===== src/rtl/sfrc_pkg.sv =====
// constants and carrier types for the frequency ramp controller
// Functional notes
// - no ramping of any kind unless ramp enable is set
// - auto mode steps on phase detector ticks; pin mode steps on step clock rising edges
// - each ramp tick adds the active segment increment (30 bits) to the numerator
// - each segment lasts its programmed 16-bit count of ramp ticks; the code runs count+1 ticks per segment
// - force recalibration when numerator moved by threshold since last calibration
// - when enabled, force recalibration at the start of every segment
// - numerator is clamped to the low and high limits
// - step clock rising edges are resynchronised before use
// - step clock edges during a calibration are discarded
// - pin mode: direction low adds first increment, high adds second
// - auto mode runs up to two preset linear segments
// - writing the calibration start bit starts the automatic ramp
// - increments are two's complement, negative steps go down
`default_nettype none
package sfrc_pkg;
  // ---------------------------------------------------------------
  // register map (byte addresses, word index = address / 4)
  // ---------------------------------------------------------------
  localparam int unsigned ADDR_W = 4;
  localparam logic [3:0] IDX_CTRL   = 4'h0; // en, manual, trig_cal, cal_start, cal_busy
  localparam logic [3:0] IDX_INC0   = 4'h1;
  localparam logic [3:0] IDX_INC1   = 4'h2;
  localparam logic [3:0] IDX_LEN    = 4'h3; // [15:0] seg0, [31:16] seg1
  localparam logic [3:0] IDX_THR_LO = 4'h4;
  localparam logic [3:0] IDX_THR_HI = 4'h5; // bits 33:32 of threshold
  localparam logic [3:0] IDX_LLO_LO = 4'h6;
  localparam logic [3:0] IDX_LLO_HI = 4'h7;
  localparam logic [3:0] IDX_LHI_LO = 4'h8;
  localparam logic [3:0] IDX_LHI_HI = 4'h9;
  localparam logic [3:0] IDX_NUM_LO = 4'ha; // read: accumulator low word
  localparam logic [3:0] IDX_NUM_HI = 4'hb; // read: accumulator high bits
  localparam logic [3:0] IDX_CALDIV = 4'hc; // [1:0] cal clock divider exponent
  localparam logic [3:0] IDX_CALLEN = 4'hd; // [15:0] calibration time in sm ticks
  // control bit positions
  localparam int unsigned B_EN = 0;
  localparam int unsigned B_MAN = 1;
  localparam int unsigned B_TRIG = 2;
  localparam int unsigned B_START = 3;
  localparam int unsigned B_BUSY = 4;
  localparam int unsigned B_RUN = 5;
  // widths
  localparam int unsigned INC_W = 30;
  localparam int unsigned LEN_W = 16;
  localparam int unsigned ACC_W = 34; // 33 bits plus sign
  localparam logic [15:0] CALLEN_RST = 16'h0010;
  localparam logic [LEN_W-1:0] LEN_RST = 16'h0000;
  localparam logic [31:0] BUS_DEAD = 32'h0000_0000;
  // ramp sequencer states
  typedef enum logic [3:0] {
    SF_IDLE = 4'b0001,
    SF_CAL  = 4'b0010,
    SF_RUN0 = 4'b0100,
    SF_RUN1 = 4'b1000
  } sfrc_state_e;
  // avalon request carrier
  typedef struct packed {
    logic        rd;
    logic        wr;
    logic [3:0]  idx;
    logic [31:0] wdata;
  } sfrc_req_s;
endpackage : sfrc_pkg
`default_nettype wire


===== src/rtl/sfrc_ramp.sv =====
// frequency ramp controller with avalon-mm register slave
//
// Chosen here: the register offsets and the Avalon-MM slave port.
`default_nettype none
module sfrc_ramp (
  input  wire logic        clk_sys_in,
  input  wire logic        rst_in,
  input  wire logic        pd_tick_in,
  input  wire logic        step_clock_pin_in,
  input  wire logic        step_direction_pin_in,
  input  wire logic        cal_done_in,
  input  wire logic [5:0]  avs_address_in,
  input  wire logic        avs_read_in,
  input  wire logic        avs_write_in,
  input  wire logic [31:0] avs_writedata_in,
  output logic [31:0]      avs_readdata_out,
  output logic             avs_waitrequest_out,
  output logic [33:0]      frac_numerator_out,
  output logic             recal_req_out
);
  localparam int unsigned AW = sfrc_pkg::ACC_W;

  // ---------------------------------------------------------------
  // behaviour overview
  // ---------------------------------------------------------------
  // one 34-bit accumulator is the fractional numerator
  // auto mode: seg0 then seg1, each len+1 phase detector ticks
  // pin mode: every resynchronised step clock rise outside calibration is one step
  // direction pin picks the increment only in pin mode
  // clamping happens before the new value is stored
  // threshold of zero turns distance-based recalibration off
  // calibration ends on the calibrator's done pulse or the timer
  // timer counts state machine ticks from the cal clock divider
  // limitation: a pin step inside a calibration is lost for good
  // limitation: settings written mid-ramp act on the next tick
  // enable and mode must be set before the start bit is written

  // ---------------------------------------------------------------
  // register state
  // ---------------------------------------------------------------
  logic [5:0]  ctrl_q;
  logic [29:0] inc0_q, inc1_q;
  logic [15:0] len0_q, len1_q, callen_q;
  logic [AW-1:0] thr_q, llo_q, lhi_q;
  logic [1:0]  caldiv_q;
  logic        ack_q;
  sfrc_pkg::sfrc_req_s req;
  assign req.rd    = avs_read_in;
  assign req.wr    = avs_write_in;
  assign req.idx   = avs_address_in[5:2];
  assign req.wdata = avs_writedata_in;

  // one wait cycle per access: ack on second cycle of the request
  // writes land only at the edge that sees waitrequest low
  wire acc   = (req.rd | req.wr) & ~ack_q;
  wire wr_go = req.wr & ack_q;
  wire start_wr = wr_go & (req.idx == sfrc_pkg::IDX_CTRL) & req.wdata[sfrc_pkg::B_START];

  // ---------------------------------------------------------------
  // state machine clock divider
  // ---------------------------------------------------------------
  logic [7:0] div_q;
  wire [7:0] div_top = (8'h01 << caldiv_q) - 8'h01;
  wire sm_tick = (div_q >= div_top);
  always_ff @(posedge clk_sys_in or posedge rst_in) begin
    if (rst_in) div_q <= 8'h00;
    else div_q <= sm_tick ? 8'h00 : div_q + 8'h01;
  end

  // ---------------------------------------------------------------
  // step pin resynchronisation
  // ---------------------------------------------------------------
  logic [2:0] sck_q;
  logic [1:0] sdir_q;
  always_ff @(posedge clk_sys_in or posedge rst_in) begin
    if (rst_in) begin
      sck_q  <= 3'h0;
      sdir_q <= 2'h0;
    end else begin
      sck_q  <= {sck_q[1:0], step_clock_pin_in};
      sdir_q <= {sdir_q[0], step_direction_pin_in};
    end
  end
  wire sck_rise = sck_q[1] & ~sck_q[2];

  // ---------------------------------------------------------------
  // sequencer and accumulator
  // ---------------------------------------------------------------
  sfrc_pkg::sfrc_state_e st_q, st_d;
  logic [AW-1:0] acc_q, ref_q;
  logic [15:0] cnt_q, calc_q;
  logic        recal_q, started_q;
  wire en     = ctrl_q[sfrc_pkg::B_EN];
  wire manual = ctrl_q[sfrc_pkg::B_MAN];
  wire trig   = ctrl_q[sfrc_pkg::B_TRIG];
  wire busy   = (st_q == sfrc_pkg::SF_CAL);
  wire seg1   = (st_q == sfrc_pkg::SF_RUN1);
  // ramp tick: pin edge in pin mode, phase detector in auto mode
  wire auto_tick = en & ~manual & pd_tick_in & (st_q == sfrc_pkg::SF_RUN0 | seg1);
  wire pin_tick  = en & manual & sck_rise & ~busy;
  wire use1      = manual ? sdir_q[1] : seg1;
  wire [29:0] inc_sel = use1 ? inc1_q : inc0_q;
  wire [AW-1:0] inc_ext = {{(AW-30){inc_sel[29]}}, inc_sel};
  wire [AW-1:0] sum = acc_q + inc_ext;
  wire [AW-1:0] clamped = ($signed(sum) < $signed(llo_q)) ? llo_q :
                          ($signed(sum) > $signed(lhi_q)) ? lhi_q : sum;
  wire [AW-1:0] moved = clamped - ref_q;
  wire [AW-1:0] moved_abs = moved[AW-1] ? (~moved + 1'b1) : moved;
  wire thr_hit = (thr_q != '0) & (moved_abs >= thr_q);
  wire step = auto_tick | pin_tick;
  wire seg_end = auto_tick & (cnt_q == 16'h0000);
  wire new_seg = start_wr & en & ~manual | (seg_end & ~seg1);

  // next state of the automatic sequencer
  always_comb begin
    st_d = st_q;
    case (st_q)
      sfrc_pkg::SF_IDLE: if (start_wr & en & ~manual) st_d = trig ? sfrc_pkg::SF_CAL : sfrc_pkg::SF_RUN0;
      sfrc_pkg::SF_CAL:  if (cal_done_in | (sm_tick & calc_q == 16'h0000))
                           st_d = manual ? sfrc_pkg::SF_IDLE : (started_q ? sfrc_pkg::SF_RUN1 : sfrc_pkg::SF_RUN0);
      sfrc_pkg::SF_RUN0: if (seg_end) st_d = trig ? sfrc_pkg::SF_CAL : sfrc_pkg::SF_RUN1;
                         else if (step & thr_hit) st_d = sfrc_pkg::SF_CAL;
      sfrc_pkg::SF_RUN1: if (seg_end) st_d = sfrc_pkg::SF_IDLE;
                         else if (step & thr_hit) st_d = sfrc_pkg::SF_CAL;
      default:           st_d = sfrc_pkg::SF_IDLE;
    endcase
    if (!en) st_d = sfrc_pkg::SF_IDLE;
    else if (pin_tick & ((thr_hit) | trig)) st_d = sfrc_pkg::SF_CAL;
  end

  always_ff @(posedge clk_sys_in or posedge rst_in) begin
    if (rst_in) begin
      st_q <= sfrc_pkg::SF_IDLE;
      acc_q <= '0;
      ref_q <= '0;
      cnt_q <= sfrc_pkg::LEN_RST;
      calc_q <= 16'h0000;
      recal_q <= 1'b0;
      started_q <= 1'b0;
    end else begin
      st_q <= st_d;
      recal_q <= (st_d == sfrc_pkg::SF_CAL) & ~busy;
      if (step) acc_q <= clamped;
      if (st_d == sfrc_pkg::SF_CAL & ~busy) begin
        ref_q <= step ? clamped : acc_q;
        calc_q <= callen_q;
      end else if (busy & sm_tick & calc_q != 16'h0000) calc_q <= calc_q - 16'h0001;
      if (new_seg) begin
        cnt_q <= seg_end ? len1_q : len0_q;
        started_q <= seg_end;
      end else if (auto_tick) cnt_q <= cnt_q - 16'h0001;
    end
  end

  // ---------------------------------------------------------------
  // avalon slave: register writes and read mux
  // ---------------------------------------------------------------
  logic [31:0] rmux;
  always_comb begin
    case (req.idx)
      sfrc_pkg::IDX_CTRL:   rmux = {26'h0, ~busy & en & (st_q != sfrc_pkg::SF_IDLE), busy, 1'b0, ctrl_q[2:0]};
      sfrc_pkg::IDX_INC0:   rmux = {2'h0, inc0_q};
      sfrc_pkg::IDX_INC1:   rmux = {2'h0, inc1_q};
      sfrc_pkg::IDX_LEN:    rmux = {len1_q, len0_q};
      sfrc_pkg::IDX_THR_LO: rmux = thr_q[31:0];
      sfrc_pkg::IDX_THR_HI: rmux = {30'h0, thr_q[33:32]};
      sfrc_pkg::IDX_LLO_LO: rmux = llo_q[31:0];
      sfrc_pkg::IDX_LLO_HI: rmux = {30'h0, llo_q[33:32]};
      sfrc_pkg::IDX_LHI_LO: rmux = lhi_q[31:0];
      sfrc_pkg::IDX_LHI_HI: rmux = {30'h0, lhi_q[33:32]};
      sfrc_pkg::IDX_NUM_LO: rmux = acc_q[31:0];
      sfrc_pkg::IDX_NUM_HI: rmux = {30'h0, acc_q[33:32]};
      sfrc_pkg::IDX_CALDIV: rmux = {30'h0, caldiv_q};
      sfrc_pkg::IDX_CALLEN: rmux = {16'h0, callen_q};
      default:              rmux = sfrc_pkg::BUS_DEAD;
    endcase
  end

  always_ff @(posedge clk_sys_in or posedge rst_in) begin
    if (rst_in) begin
      ctrl_q <= 6'h00;
      inc0_q <= 30'h0;
      inc1_q <= 30'h0;
      len0_q <= sfrc_pkg::LEN_RST;
      len1_q <= sfrc_pkg::LEN_RST;
      thr_q <= '0;
      llo_q <= {1'b1, 33'h0}; // limits reset to full range
      lhi_q <= {1'b0, {33{1'b1}}};
      caldiv_q <= 2'h0;
      callen_q <= sfrc_pkg::CALLEN_RST;
      ack_q <= 1'b0;
      avs_readdata_out <= 32'h0;
    end else begin
      ack_q <= acc;
      if (acc & req.rd) avs_readdata_out <= rmux;
      if (wr_go) begin
        case (req.idx)
          sfrc_pkg::IDX_CTRL:   ctrl_q[2:0] <= req.wdata[2:0];
          sfrc_pkg::IDX_INC0:   inc0_q <= req.wdata[29:0];
          sfrc_pkg::IDX_INC1:   inc1_q <= req.wdata[29:0];
          sfrc_pkg::IDX_LEN:    {len1_q, len0_q} <= req.wdata;
          sfrc_pkg::IDX_THR_LO: thr_q[31:0] <= req.wdata;
          sfrc_pkg::IDX_THR_HI: thr_q[33:32] <= req.wdata[1:0];
          sfrc_pkg::IDX_LLO_LO: llo_q[31:0] <= req.wdata;
          sfrc_pkg::IDX_LLO_HI: llo_q[33:32] <= req.wdata[1:0];
          sfrc_pkg::IDX_LHI_LO: lhi_q[31:0] <= req.wdata;
          sfrc_pkg::IDX_LHI_HI: lhi_q[33:32] <= req.wdata[1:0];
          sfrc_pkg::IDX_CALDIV: caldiv_q <= req.wdata[1:0];
          sfrc_pkg::IDX_CALLEN: callen_q <= req.wdata[15:0];
          default: ;
        endcase
      end
    end
  end

  assign avs_waitrequest_out = ~ack_q & (req.rd | req.wr);
  assign frac_numerator_out = acc_q;
  assign recal_req_out = recal_q;

  // ---------------------------------------------------------------
  // assertions
  // ---------------------------------------------------------------
  a_no_ramp_off: assert property (@(posedge clk_sys_in) disable iff (rst_in)
    !en |=> $stable(acc_q)) else $error("numerator moved while ramp disabled");
  a_clamp_limits: assert property (@(posedge clk_sys_in) disable iff (rst_in)
    step |=> ($signed(acc_q) >= $signed(llo_q) || $signed(llo_q) > $signed(lhi_q))) else $error("below low limit");
  a_busy_drop: assert property (@(posedge clk_sys_in) disable iff (rst_in)
    (busy & manual) |=> $stable(acc_q)) else $error("step taken during calibration");
  a_start_auto: assert property (@(posedge clk_sys_in) disable iff (rst_in)
    (st_q == sfrc_pkg::SF_IDLE && start_wr && en && !manual) |=> st_q != sfrc_pkg::SF_IDLE)
    else $error("start write ignored");
  a_seg_cal: assert property (@(posedge clk_sys_in) disable iff (rst_in)
    (en && trig && seg_end && st_q == sfrc_pkg::SF_RUN0) |=> recal_req_out) else $error("no recal at segment");
  a_step_add: assert property (@(posedge clk_sys_in) disable iff (rst_in)
    (step && sum == clamped) |=> acc_q == $past(sum)) else $error("increment not added");
  a_thr_cal: assert property (@(posedge clk_sys_in) disable iff (rst_in)
    (step && thr_hit && !busy && en) |=> busy) else $error("threshold recal missed");
  a_seg_len: assert property (@(posedge clk_sys_in) disable iff (rst_in)
    (auto_tick && cnt_q != 16'h0000) |=> cnt_q == $past(cnt_q) - 16'h0001) else $error("segment count slip");

  // no pin edge and no auto tick: numerator must hold
  a_pin_gate: assert property (@(posedge clk_sys_in) disable iff (rst_in)
    (!sck_rise && !auto_tick) |=> $stable(acc_q))
    else $error("numerator moved without a tick");

  // pin mode ignores the phase detector ticks
  a_auto_gate: assert property (@(posedge clk_sys_in) disable iff (rst_in)
    (manual && !pin_tick) |=> $stable(acc_q))
    else $error("pin mode stepped on a detector tick");

  // direction low adds the first increment, sign extended
  a_dir_low: assert property (@(posedge clk_sys_in) disable iff (rst_in)
    (pin_tick && !sdir_q[1] && sum == clamped) |=> (acc_q - $past(acc_q)) == {{4{$past(inc0_q[29])}}, $past(inc0_q)})
    else $error("low direction step wrong");

  // direction high adds the second increment, sign extended
  a_dir_high: assert property (@(posedge clk_sys_in) disable iff (rst_in)
    (pin_tick && sdir_q[1] && sum == clamped) |=> (acc_q - $past(acc_q)) == {{4{$past(inc1_q[29])}}, $past(inc1_q)})
    else $error("high direction step wrong");

  // upper bound never exceeded after a step
  a_high_limit: assert property (@(posedge clk_sys_in) disable iff (rst_in)
    step |=> ($signed(acc_q) <= $signed(lhi_q) || $signed(llo_q) > $signed(lhi_q)))
    else $error("above high limit");

  // second segment is the last one
  a_two_seg: assert property (@(posedge clk_sys_in) disable iff (rst_in)
    (st_q == sfrc_pkg::SF_RUN1 && seg_end) |=> st_q == sfrc_pkg::SF_IDLE)
    else $error("ramp ran past second segment");

  // recalibration request is a single-cycle pulse
  a_recal_pulse: assert property (@(posedge clk_sys_in) disable iff (rst_in)
    recal_req_out |=> !recal_req_out)
    else $error("recal request stuck high");

  // calibration holds until done or timer expiry
  a_cal_hold: assert property (@(posedge clk_sys_in) disable iff (rst_in)
    (busy && en && !cal_done_in && !(sm_tick && calc_q == 16'h0000)) |=> busy)
    else $error("calibration ended early");

  // start with recal at segment start goes through calibration first
  a_start_cal: assert property (@(posedge clk_sys_in) disable iff (rst_in)
    (st_q == sfrc_pkg::SF_IDLE && start_wr && en && !manual && trig) |=> busy)
    else $error("start skipped segment recal");

  // accumulator moves only on ramp ticks
  a_acc_hold: assert property (@(posedge clk_sys_in) disable iff (rst_in)
    !step |=> $stable(acc_q))
    else $error("accumulator moved off a tick");
endmodule : sfrc_ramp
`default_nettype wire


===== config.mk =====
export PLATFORM = sky130hd
export DESIGN_NAME = sfrc_ramp
export DESIGN_NICKNAME = d
export VERILOG_FILES = /design/src/rtl/sfrc_pkg.sv /design/src/rtl/sfrc_ramp.sv
export SDC_FILE = /design/constraint.sdc
export NUM_CORES = 1
export LEC_CHECK = 0
export BUFFER_PORTS_ARGS = -buffer_cell sky130_fd_sc_hd__buf_4
export CAP_MARGIN = 20
export CORE_ASPECT_RATIO = 2
export CORE_MARGIN = 8
export CORE_UTILIZATION = 25
export DETAILED_ROUTE_END_ITERATION = 6
export PLACE_DENSITY_LB_ADDON = 0.3
export SLEW_MARGIN = 20
export SYNTH_ARGS = -nofsm -noshare
export SYNTH_HDL_FRONTEND = slang
export SYNTH_SLANG_ARGS = --single-unit

===== constraint.sdc =====
create_clock -name clk_sys_in -period 17.6 [get_ports clk_sys_in]
set_input_delay 0.88 -clock clk_sys_in [delete_from_list [all_inputs] [get_ports clk_sys_in]]
set_output_delay 0.88 -clock clk_sys_in [all_outputs]
set_load 0.1 [all_outputs]

==> run_results.csv, run 1 <==
group,metric,value,unit
die,initial_utilization,25.2,%
global_route,use_met2,32.6,%
detailed_routing,first_iter_violations,1471,
worst_hold_path,min_path_cells,0,
synth,netlist.area_leader.share,34.2,%
worst_setup_path,start_kind,"flip-flop",
global_route,grt_pass1_vias,21200,
clocking,clk_pin_slew,0.07,ns
worst_setup_path,setup.worst_path.end_class,"flip-flop",
timing,hold_viol,0,
global_route,antenna_found_initial,4,
clocking,cts_resized,0,
worst_setup_path,path_common_cell,"a21oi_1",
clocking,holdBufCountCts,0,
synth,yosysSeqAreaShare,38.1,%
synth,synthesis.area,24200,um^2
clocking,root_buffer,"clkbuf_16",
worst_setup_path,r2r_end,"ref_q[3]",
synth,synth_top_family_by_area,"compound AO/OA/AOI/OAI gates",
worst_setup_path,cp.arrival,16.16,ns
clocking,clock_latency,0.58,ns
timing,max_freq,63.7,MHz
global_route,grt_busiest_layer,"met2",
worst_setup_path,critPathMaxFanout,44,
run,cap_violations,0,
worst_setup_path,critPathLaunch,"st_q[0]",
timing,holdWs,0.356,ns
die,num_rows,161,
cells_and_area,layout.nets,2887,
synth,synth_xor_area_share,4.52,%
worst_setup_path,rr_worst_depth,45,
timing,clock_skew,0.0245,ns
global_route,grt_max_degree,101,
clocking,h-tree-depth,2,
detailed_routing,vias,20500,
synth,netlist_top_cells_area,"dfrtp_1 34%, ha_1 9.2%, mux2_2 8.9%",
cells_and_area,fillCellCount,10200,
synth,synth_common_cells,"331 x dfrtp_1, 292 x nand2_1, 205 x o21ai_0",
timing,tightest_slew,1.10,ns
worst_setup_path,cpPeakStageDelay,0.79,ns
clocking,tritoncts,"built",
die,coreArea,96300,um^2
synth,yosys.area.top_type,"dfrtp_1",
global_route,grt-ovfl-total,0,
synth,synth.avg_cell_area,9.36,um^2
synth,synth-edff-count,0,
die,dieArea,108000,um^2
place,place_congestion,0.968,
die,die_w,236,um
place,io_buffers,111,
detailed_routing,route.detailed.drc,0,
global_route,use_met1,17.3,%
outcome,outcome,"complete, no violations",
global_route,met3_usage,2.40,%
clocking,cts_buffer_depth,3,
timing,rsz0062_at_grt,"false",
synth,yosysWarnings,0,
clocking,numCtsBuffers,37,
synth,synth-main-ff-cell,"dfrtp_1",
die,ios,114,
synth,synth_seq_cells,367,
detailed_routing,routed_wirelength,96900,um
worst_setup_path,rrSetupSlack,1.89,ns
cells_and_area,area_growth,14.8,%
detailed_routing,wire_per_inst,24.8,um
timing,slew_headroom,26.0,%
synth,synthArstFlopShare,100,%
die,die_h,456,um
synth,synth_cells,2591,
worst_hold_path,worstHoldStart,"sdir_q[0]",
worst_setup_path,cpMaxStageDelayCell,"xnor2_2",
synth,synthDistinctLibCells,94,
worst_setup_path,worstPathRequired,18.06,ns
timing,finalMaxSlewViolations,0,
detailed_routing,routed_via_density,5.25,
synth,synth-adder-area-share,9.40,%
clocking,cts_num_sinks,367,
synth,synth_compound_area_share,18.0,%
timing,finalSetupTns,0,ns
global_route,grt_pass1_wl,142000,um
worst_setup_path,crit_type,"flip-flop to flip-flop",
detailed_routing,firstDrtPassIters,5,
timing,setup_viol_count_final,0,
clocking,post-cts-setup-buffers,0,
timing,finalCritPeriodShare,89.2,%
place,dpl.hpwl,73500,um
synth,muxShareOfSynthArea,11.1,%
worst_hold_path,hold_path_end,"sdir_q[1]",
detailed_routing,ant_nets,0,
worst_hold_path,min-delay-path-class,"flip-flop to flip-flop",
worst_setup_path,timing.rr.start,"st_q[0]",
synth,synth.most_common_cell,"dfrtp_1",
cells_and_area,drive_gt1_share,18.5,%
timing,fin_crit,15.71,ns
synth,synth_simple_gate_area_share,14.2,%
global_route,grtUsageTotal,17.5,%
## worst max path at each step
stage               slack (ns)         to
global route              1.39   ref_q[5]
floorplan                 5.63  ref_q[10]
detailed placement        2.00   ref_q[3]
finish                    1.89   ref_q[3]
CTS                       1.99   ref_q[3]
global placement          1.99   ref_q[8]
## kinds of logic (layout without fill, tap and decap cells)
family / count (synthesis) / after routing
AO/OA/AOI/OAI: 665 / 665
XOR/XNOR: 122 / 122
adder cells (fa/ha/maj): 181 / 181
buffers and inverters: 291 / 387
flip-flops: 367 / 367
multiplexers: 244 / 244
other: 1 / 3
AND/OR/NAND/NOR: 720 / 720
## cell usage in the layout (no fill, tap or decap), types with 9 or more instances in the layout
cell type and n:
and3_1 21, a211oi_1 16, nor3_2 9, ha_1 179, a22oi_1 79, mux2_2 192, a22o_1 41, buf_4 148
nor4_1 22, and2_1 9, clkbuf_16 39, xnor2_1 65, a21oi_1 127, a221oi_1 13, a31oi_1 14, clkbuf_8 9
a21o_1 44, dfstp_2 36, nand2b_1 20, nor3_1 34, mux2i_1 48, nand2_1 291, nand4_1 39, or3_1 12
nor2b_1 13, o211ai_1 11, inv_1 170, or2_2 11, dfrtp_1 331, nand3_1 62, nor2_1 126, xor2_1 55
o21ai_0 205, a222oi_1 18
## final cells by class
class | count | area (um^2) | share of cell area, %
diodes | 1 | 2.50 | 0.00899
clock inverters | 13 | 166 | 0.598
clock buffers | 54 | 1120 | 4.03
multi-input cells | 1934 | 14000 | 50.4
inverters | 171 | 649 | 2.33
well taps | 1222 | 1530 | 5.49
flip-flops and latches | 367 | 9230 | 33.2
repair buffers | 149 | 1110 | 4.01
## stage by stage
step	worst slack [ns]	utilization [%]	std cells	cell area, um^2
finish	1.89	28.9	3911	27800
CTS	1.99	28.9	3910	27800
global route	1.39	28.9	3910	27800
floorplan	5.63	-	2592	24200
detailed placement	2.00	27.6	3843	26500
global placement	1.99	27.6	3842	26500
## metal layers
layer	up-vias	wire (um)
met3	253	3790
met4	6	8490
met1	10200	34200
li1	9513	-
met5	-	33
met2	528	50400
## sequential cells by signal, summed over array words and instances, names as in the netlist, 30 cells and up
register and cells:
thr_q 34, lhi_q 34, frac_numerator_out 34, avs_readdata_out 32, ref_q 34, inc0_q 30, llo_q 34, inc1_q 30
## worst max-delay path, delay by kind of cell, from the launching register on
kind,cells,cell delay (ns)
adders and majority gates,5,1.75
AOI/OAI and AO/OA,23,7.61
DFF,1,0.60
muxes,3,0.97
xor gates and xnor gates,4,1.36
buffers and inverters,2,0.70
and+or+nand+nor,8,2.48
Power of run 1 is left out: the tool's default activity adds up to more than one toggle a clock period on the data nets, which glitch-free logic cannot reach.
==> inputs of run 2 (changes only) <==
- CORE_UTILIZATION: 25 -> 55
==> run 2 against run 1 <==
Effect of this change: via count up 1.8%; clock-buffer cell count is 2 lower; maximum frequency decreased by 2.0%; non-clock buffer count shrank 9; global-route usage grew 13 points; sequential share of layout area grew 1.2 points; the run now ends with DRC left.
==> run_results.csv, run 2 (synthesis gave the netlist of run 1 again) <==
group,metric,value,unit
global_route,grt_pass1_wl,122000,um
worst_setup_path,cp.arrival,16.46,ns
die,die_h,313,um
clocking,clk_pin_slew,0.06,ns
timing,max_freq,62.4,MHz
worst_setup_path,crit_family,"compound AO/OA/AOI/OAI gates",
die,num_rows,109,
worst_hold_path,min_path_cells,0,
detailed_routing,ant_nets,0,
cells_and_area,final_cell_mix,"331 x dfrtp_1, 292 x nand2_1, 205 x o21ai_0",
clocking,cts_num_sinks,367,
cells_and_area,area_growth,10.9,%
worst_setup_path,path_common_cell,"a21oi_1",
clocking,post-cts-setup-buffers,0,
detailed_routing,routed_via_density,6.46,
cells_and_area,mostFrequentLayoutCell,"dfrtp_1",
worst_setup_path,cpMaxStageDelayCell,"o31ai_1",
worst_setup_path,worstPathRequired,18.03,ns
global_route,antenna_found_initial,1,
place,dpl.hpwl,57800,um
detailed_routing,routed_wirelength,79800,um
cells_and_area,drive_gt1_share,18.1,%
worst_setup_path,crit_type,"flip-flop to flip-flop",
clocking,cts_resized,0,
timing,slew_headroom,24.3,%
timing,finalMaxSlewViolations,0,
outcome,violations,"DRC",
die,ios,114,
clocking,numCtsBuffers,37,
clocking,tritoncts,"built",
timing,hold_viol,0,
global_route,grt-ovfl-total,0,
global_route,grtUsageTotal,30.9,%
die,coreArea,43900,um^2
clocking,clock_latency,0.56,ns
worst_setup_path,critPathMaxFanout,71,
detailed_routing,vias,20900,
timing,rsz0062_at_grt,"false",
timing,tightest_slew,1.13,ns
detailed_routing,firstDrtPassIters,7,
detailed_routing,wire_per_inst,24.7,um
timing,finalSetupTns,0,ns
global_route,grt_pass1_vias,20300,
cells_and_area,fillCellCount,3759,
place,place_congestion,0.985,
outcome,outcome,"finished with violations",
worst_setup_path,r2r_end,"ref_q[16]",
run,cap_violations,0,
cells_and_area,layout.nets,2878,
worst_hold_path,worstHoldStart,"sck_q[0]",
die,dieArea,51500,um^2
clocking,holdBufCountCts,0,
worst_hold_path,min-delay-path-class,"flip-flop to flip-flop",
timing,setup_viol_count_final,0,
clocking,root_buffer,"clkbuf_16",
worst_setup_path,setup.worst_path.end_class,"flip-flop",
worst_setup_path,cpPeakStageDelay,1.02,ns
die,die_w,164,um
worst_setup_path,crit_buf_inv,2,
detailed_routing,first_iter_violations,2019,
worst_hold_path,hold_path_end,"sck_q[1]",
timing,fin_crit,16.03,ns
place,io_buffers,111,
detailed_routing,route.detailed.drc,1,
die,initial_utilization,55.2,%
timing,finalCritPeriodShare,91.1,%
worst_setup_path,timing.rr.start,"st_q[0]",
worst_setup_path,rrSetupSlack,1.57,ns
clocking,h-tree-depth,2,
global_route,grt_max_degree,123,
clocking,cts_buffer_depth,3,
timing,clock_skew,0.0230,ns
worst_setup_path,rr_worst_depth,45,
worst_setup_path,start_kind,"flip-flop",
-- run 2: layout make-up --
type	count	area, um^2	share of cell area (%)
multi-input combinational	1934	14000	52.1
sequential	367	9230	34.3
timing repair buffer	140	1060	3.95
clock buffer	52	1040	3.88
tap	555	694	2.58
inverter	171	649	2.41
clock inverter	16	199	0.740
antenna	1	2.50	0.00930
-- run 2: how the worst max path moves through the flow --
stage / cells after the start / start / endpoint
floorplan: 52 / st_q[0] / ref_q[10]
CTS: 45 / st_q[0] / ref_q[25]
finish: 45 / st_q[0] / ref_q[16]
global route: 46 / st_q[0] / ref_q[16]
global placement: 46 / st_q[0] / ref_q[16]
detailed placement: 45 / st_q[0] / ref_q[1]
-- run 2: through the flow --
stage | hold WS, ns | area (um^2) | setup slack (ns) | utilization, % | instances
final | 0.349 | 26900 | 1.57 | 61.2 | 3236
after global routing | 0.357 | 26900 | 1.19 | 61.2 | 3236
after CTS | 0.351 | 26900 | 2.07 | 61.2 | 3235
after detailed placement | 0.336 | 25600 | 2.15 | 58.4 | 3167
after global placement | 0.337 | 25600 | 2.44 | 58.4 | 3167
after floorplan | 0.331 | 24200 | 5.63 | - | 2592
-- run 2: worst register-to-register path, delay by kind of cell, from the launching register on --
kind / cells / cell delay [ns]
flops: 1 / 0.59
compound gates: 23 / 8.36
xor+xnor: 4 / 1.41
mux: 3 / 0.91
fa+ha+maj: 5 / 1.40
buf+inv: 2 / 0.85
simple gates: 8 / 2.35
-- run 2: metal layers --
metal	vias to the layer above	global-route usage (%)	part of all wire [%]
met5	-	0	0
met4	0	20.1	7.4
met3	248	4.85	8.1
met2	953	48.7	46
met1	10200	38.7	38
li1	9512	-	-
Power of run 2 is left out for the same reason.
==> inputs of run 3 (changes only) <==
- GPL_TIMING_DRIVEN: not set -> 0
==> run 3 against run 2 <==
Effect of this change: the run still ends with DRC left; first-iteration DRC count grew 32%; final cell count grew 3.1%; hold slack is essentially flat; critical endpoint is now ref_q[21].
==> run_results.csv, run 3 (synthesis gave the netlist of run 1 again) <==
group,metric,value,unit
timing,clock_skew,0.0302,ns
clocking,cts_num_sinks,367,
global_route,grt_pass1_wl,134000,um
clocking,clock_latency,0.57,ns
cells_and_area,layout.nets,2979,
timing,finalMaxSlewViolations,0,
timing,finalSetupTns,0,ns
global_route,grt_max_degree,88,
worst_setup_path,cpPeakStageDelay,0.74,ns
worst_setup_path,cpMaxStageDelayCell,"o31ai_2",
worst_setup_path,start_kind,"flip-flop",
place,io_buffers,111,
die,initial_utilization,55.2,%
clocking,root_buffer,"clkbuf_16",
clocking,numCtsBuffers,37,
timing,setup_viol_count_final,0,
cells_and_area,diodes,0,
worst_setup_path,setup.worst_path.end_class,"flip-flop",
die,num_rows,109,
detailed_routing,firstDrtPassIters,7,
detailed_routing,vias,21700,
timing,rsz0062_at_grt,"false",
cells_and_area,area_growth,12.3,%
outcome,violations,"DRC",
detailed_routing,first_iter_violations,2675,
timing,hold_viol,0,
timing,max_freq,58.3,MHz
worst_hold_path,min-delay-path-class,"input pin to asynchronous set/reset pin",
global_route,grtUsageTotal,34.6,%
worst_setup_path,path_common_cell,"a21oi_1",
place,place_congestion,0.994,
die,ios,114,
detailed_routing,routed_wirelength,90000,um
global_route,grt-ovfl-total,0,
worst_setup_path,critPathMaxFanout,10,
clocking,post-cts-setup-buffers,0,
cells_and_area,fillCellCount,3828,
die,die_h,313,um
detailed_routing,wire_per_inst,27.0,um
cells_and_area,final_cell_mix,"331 x dfrtp_1, 292 x nand2_1, 204 x o21ai_0",
timing,fin_crit,17.14,ns
timing,slew_headroom,22.0,%
run,cap_violations,0,
worst_setup_path,crit_type,"flip-flop to flip-flop",
cells_and_area,post-route-util,62.0,%
worst_setup_path,worstPathRequired,18.02,ns
timing,finalCritPeriodShare,97.4,%
cells_and_area,mostFrequentLayoutCell,"dfrtp_1",
global_route,antenna_found_initial,0,
place,dpl.hpwl,70700,um
timing,tightest_slew,1.16,ns
clocking,clk_pin_slew,0.06,ns
cells_and_area,drive_gt1_share,17.0,%
detailed_routing,route.detailed.drc,10,
global_route,grt_pass1_vias,21400,
clocking,h-tree-depth,2,
detailed_routing,routed_via_density,6.50,
clocking,cts_buffer_depth,3,
clocking,tritoncts,"built",
die,coreArea,43900,um^2
worst_setup_path,cp.arrival,17.57,ns
die,die_w,164,um
die,dieArea,51500,um^2
detailed_routing,ant_nets,0,
outcome,outcome,"finished with violations",
-- run 3: timing repair --
action                                  4_1_cts  5_1_grt
hold buffers                                  0        0
gates cloned                                  0        0
resized for setup                             5        4
endpoints found under the setup margin       52       52
pin swaps                                     0        0
-- run 3: worst paths after layout --
| check | start | endpoint | slack (ns) | depth (start not counted) |
|---|---|---|---|---|
| worst max register to register | st_q[0] | ref_q[21] | 0.46 | 51 |
| worst min register to register | sck_q[0] | sck_q[1] | 0.35 | 0 |
| min in group clk_sys_in | sck_q[0] | sck_q[1] | 0.35 | 0 |
| worst min-delay path | rst_in | ref_q[8] | 0.35 | 2 |
| max in group asynchronous | rst_in | lhi_q[24] | 16.01 | 4 |
| worst max-delay path | st_q[0] | ref_q[21] | 0.46 | 51 |
-- run 3: metal layers --
| layer | wire [um] | vias up | part of all wire [%] | global-route usage (%) |
|---|---|---|---|---|
| li1 | - | 9730 | - | - |
| met1 | 32900 | 10500 | 37 | 41.7 |
| met2 | 41600 | 1172 | 46 | 55.4 |
| met3 | 7230 | 304 | 8.0 | 4.35 |
| met4 | 8300 | 0 | 9.2 | 26.4 |
| met5 | 0 | - | 0 | 0 |
-- run 3: through the flow --
stage	setup slack, ns	cells	hold slack (ns)	area [um^2]
2_1_floorplan	5.63	2592	0.331	24200
3_3_place_gp	-1.03	3258	0.335	25800
3_5_place_dp	-0.774	3267	0.337	25900
4_1_cts	0.144	3335	0.351	27200
5_1_grt	0.0963	3336	0.371	27200
6_report	0.457	3336	0.348	27200
-- run 3: area by class of cell --
class                      count  area (um^2)  share of cell area, %
buffer                       120          495                   1.82
clock buffer                  54         1060                   3.90
clock inverter                14          171                  0.630
inverter                     171          649                   2.39
multi-input combinational   1934        13900                   51.2
sequential                   367         9230                   33.9
tap                          555          694                   2.55
timing repair buffer         121          978                   3.59
-- run 3: critical path: cells and delay by family, from the launching register on --
| kind | cells | cell delay [ns] |
|---|---|---|
| AOI/OAI and AO/OA | 24 | 7.35 |
| xor gates and xnor gates | 4 | 1.54 |
| adders and majority gates | 4 | 1.24 |
| and+or+nand+nor | 7 | 1.89 |
| DFF | 1 | 0.51 |
| muxes | 3 | 0.99 |
| buffers and inverters | 9 | 3.43 |
Power of run 3 is left out for the same reason.
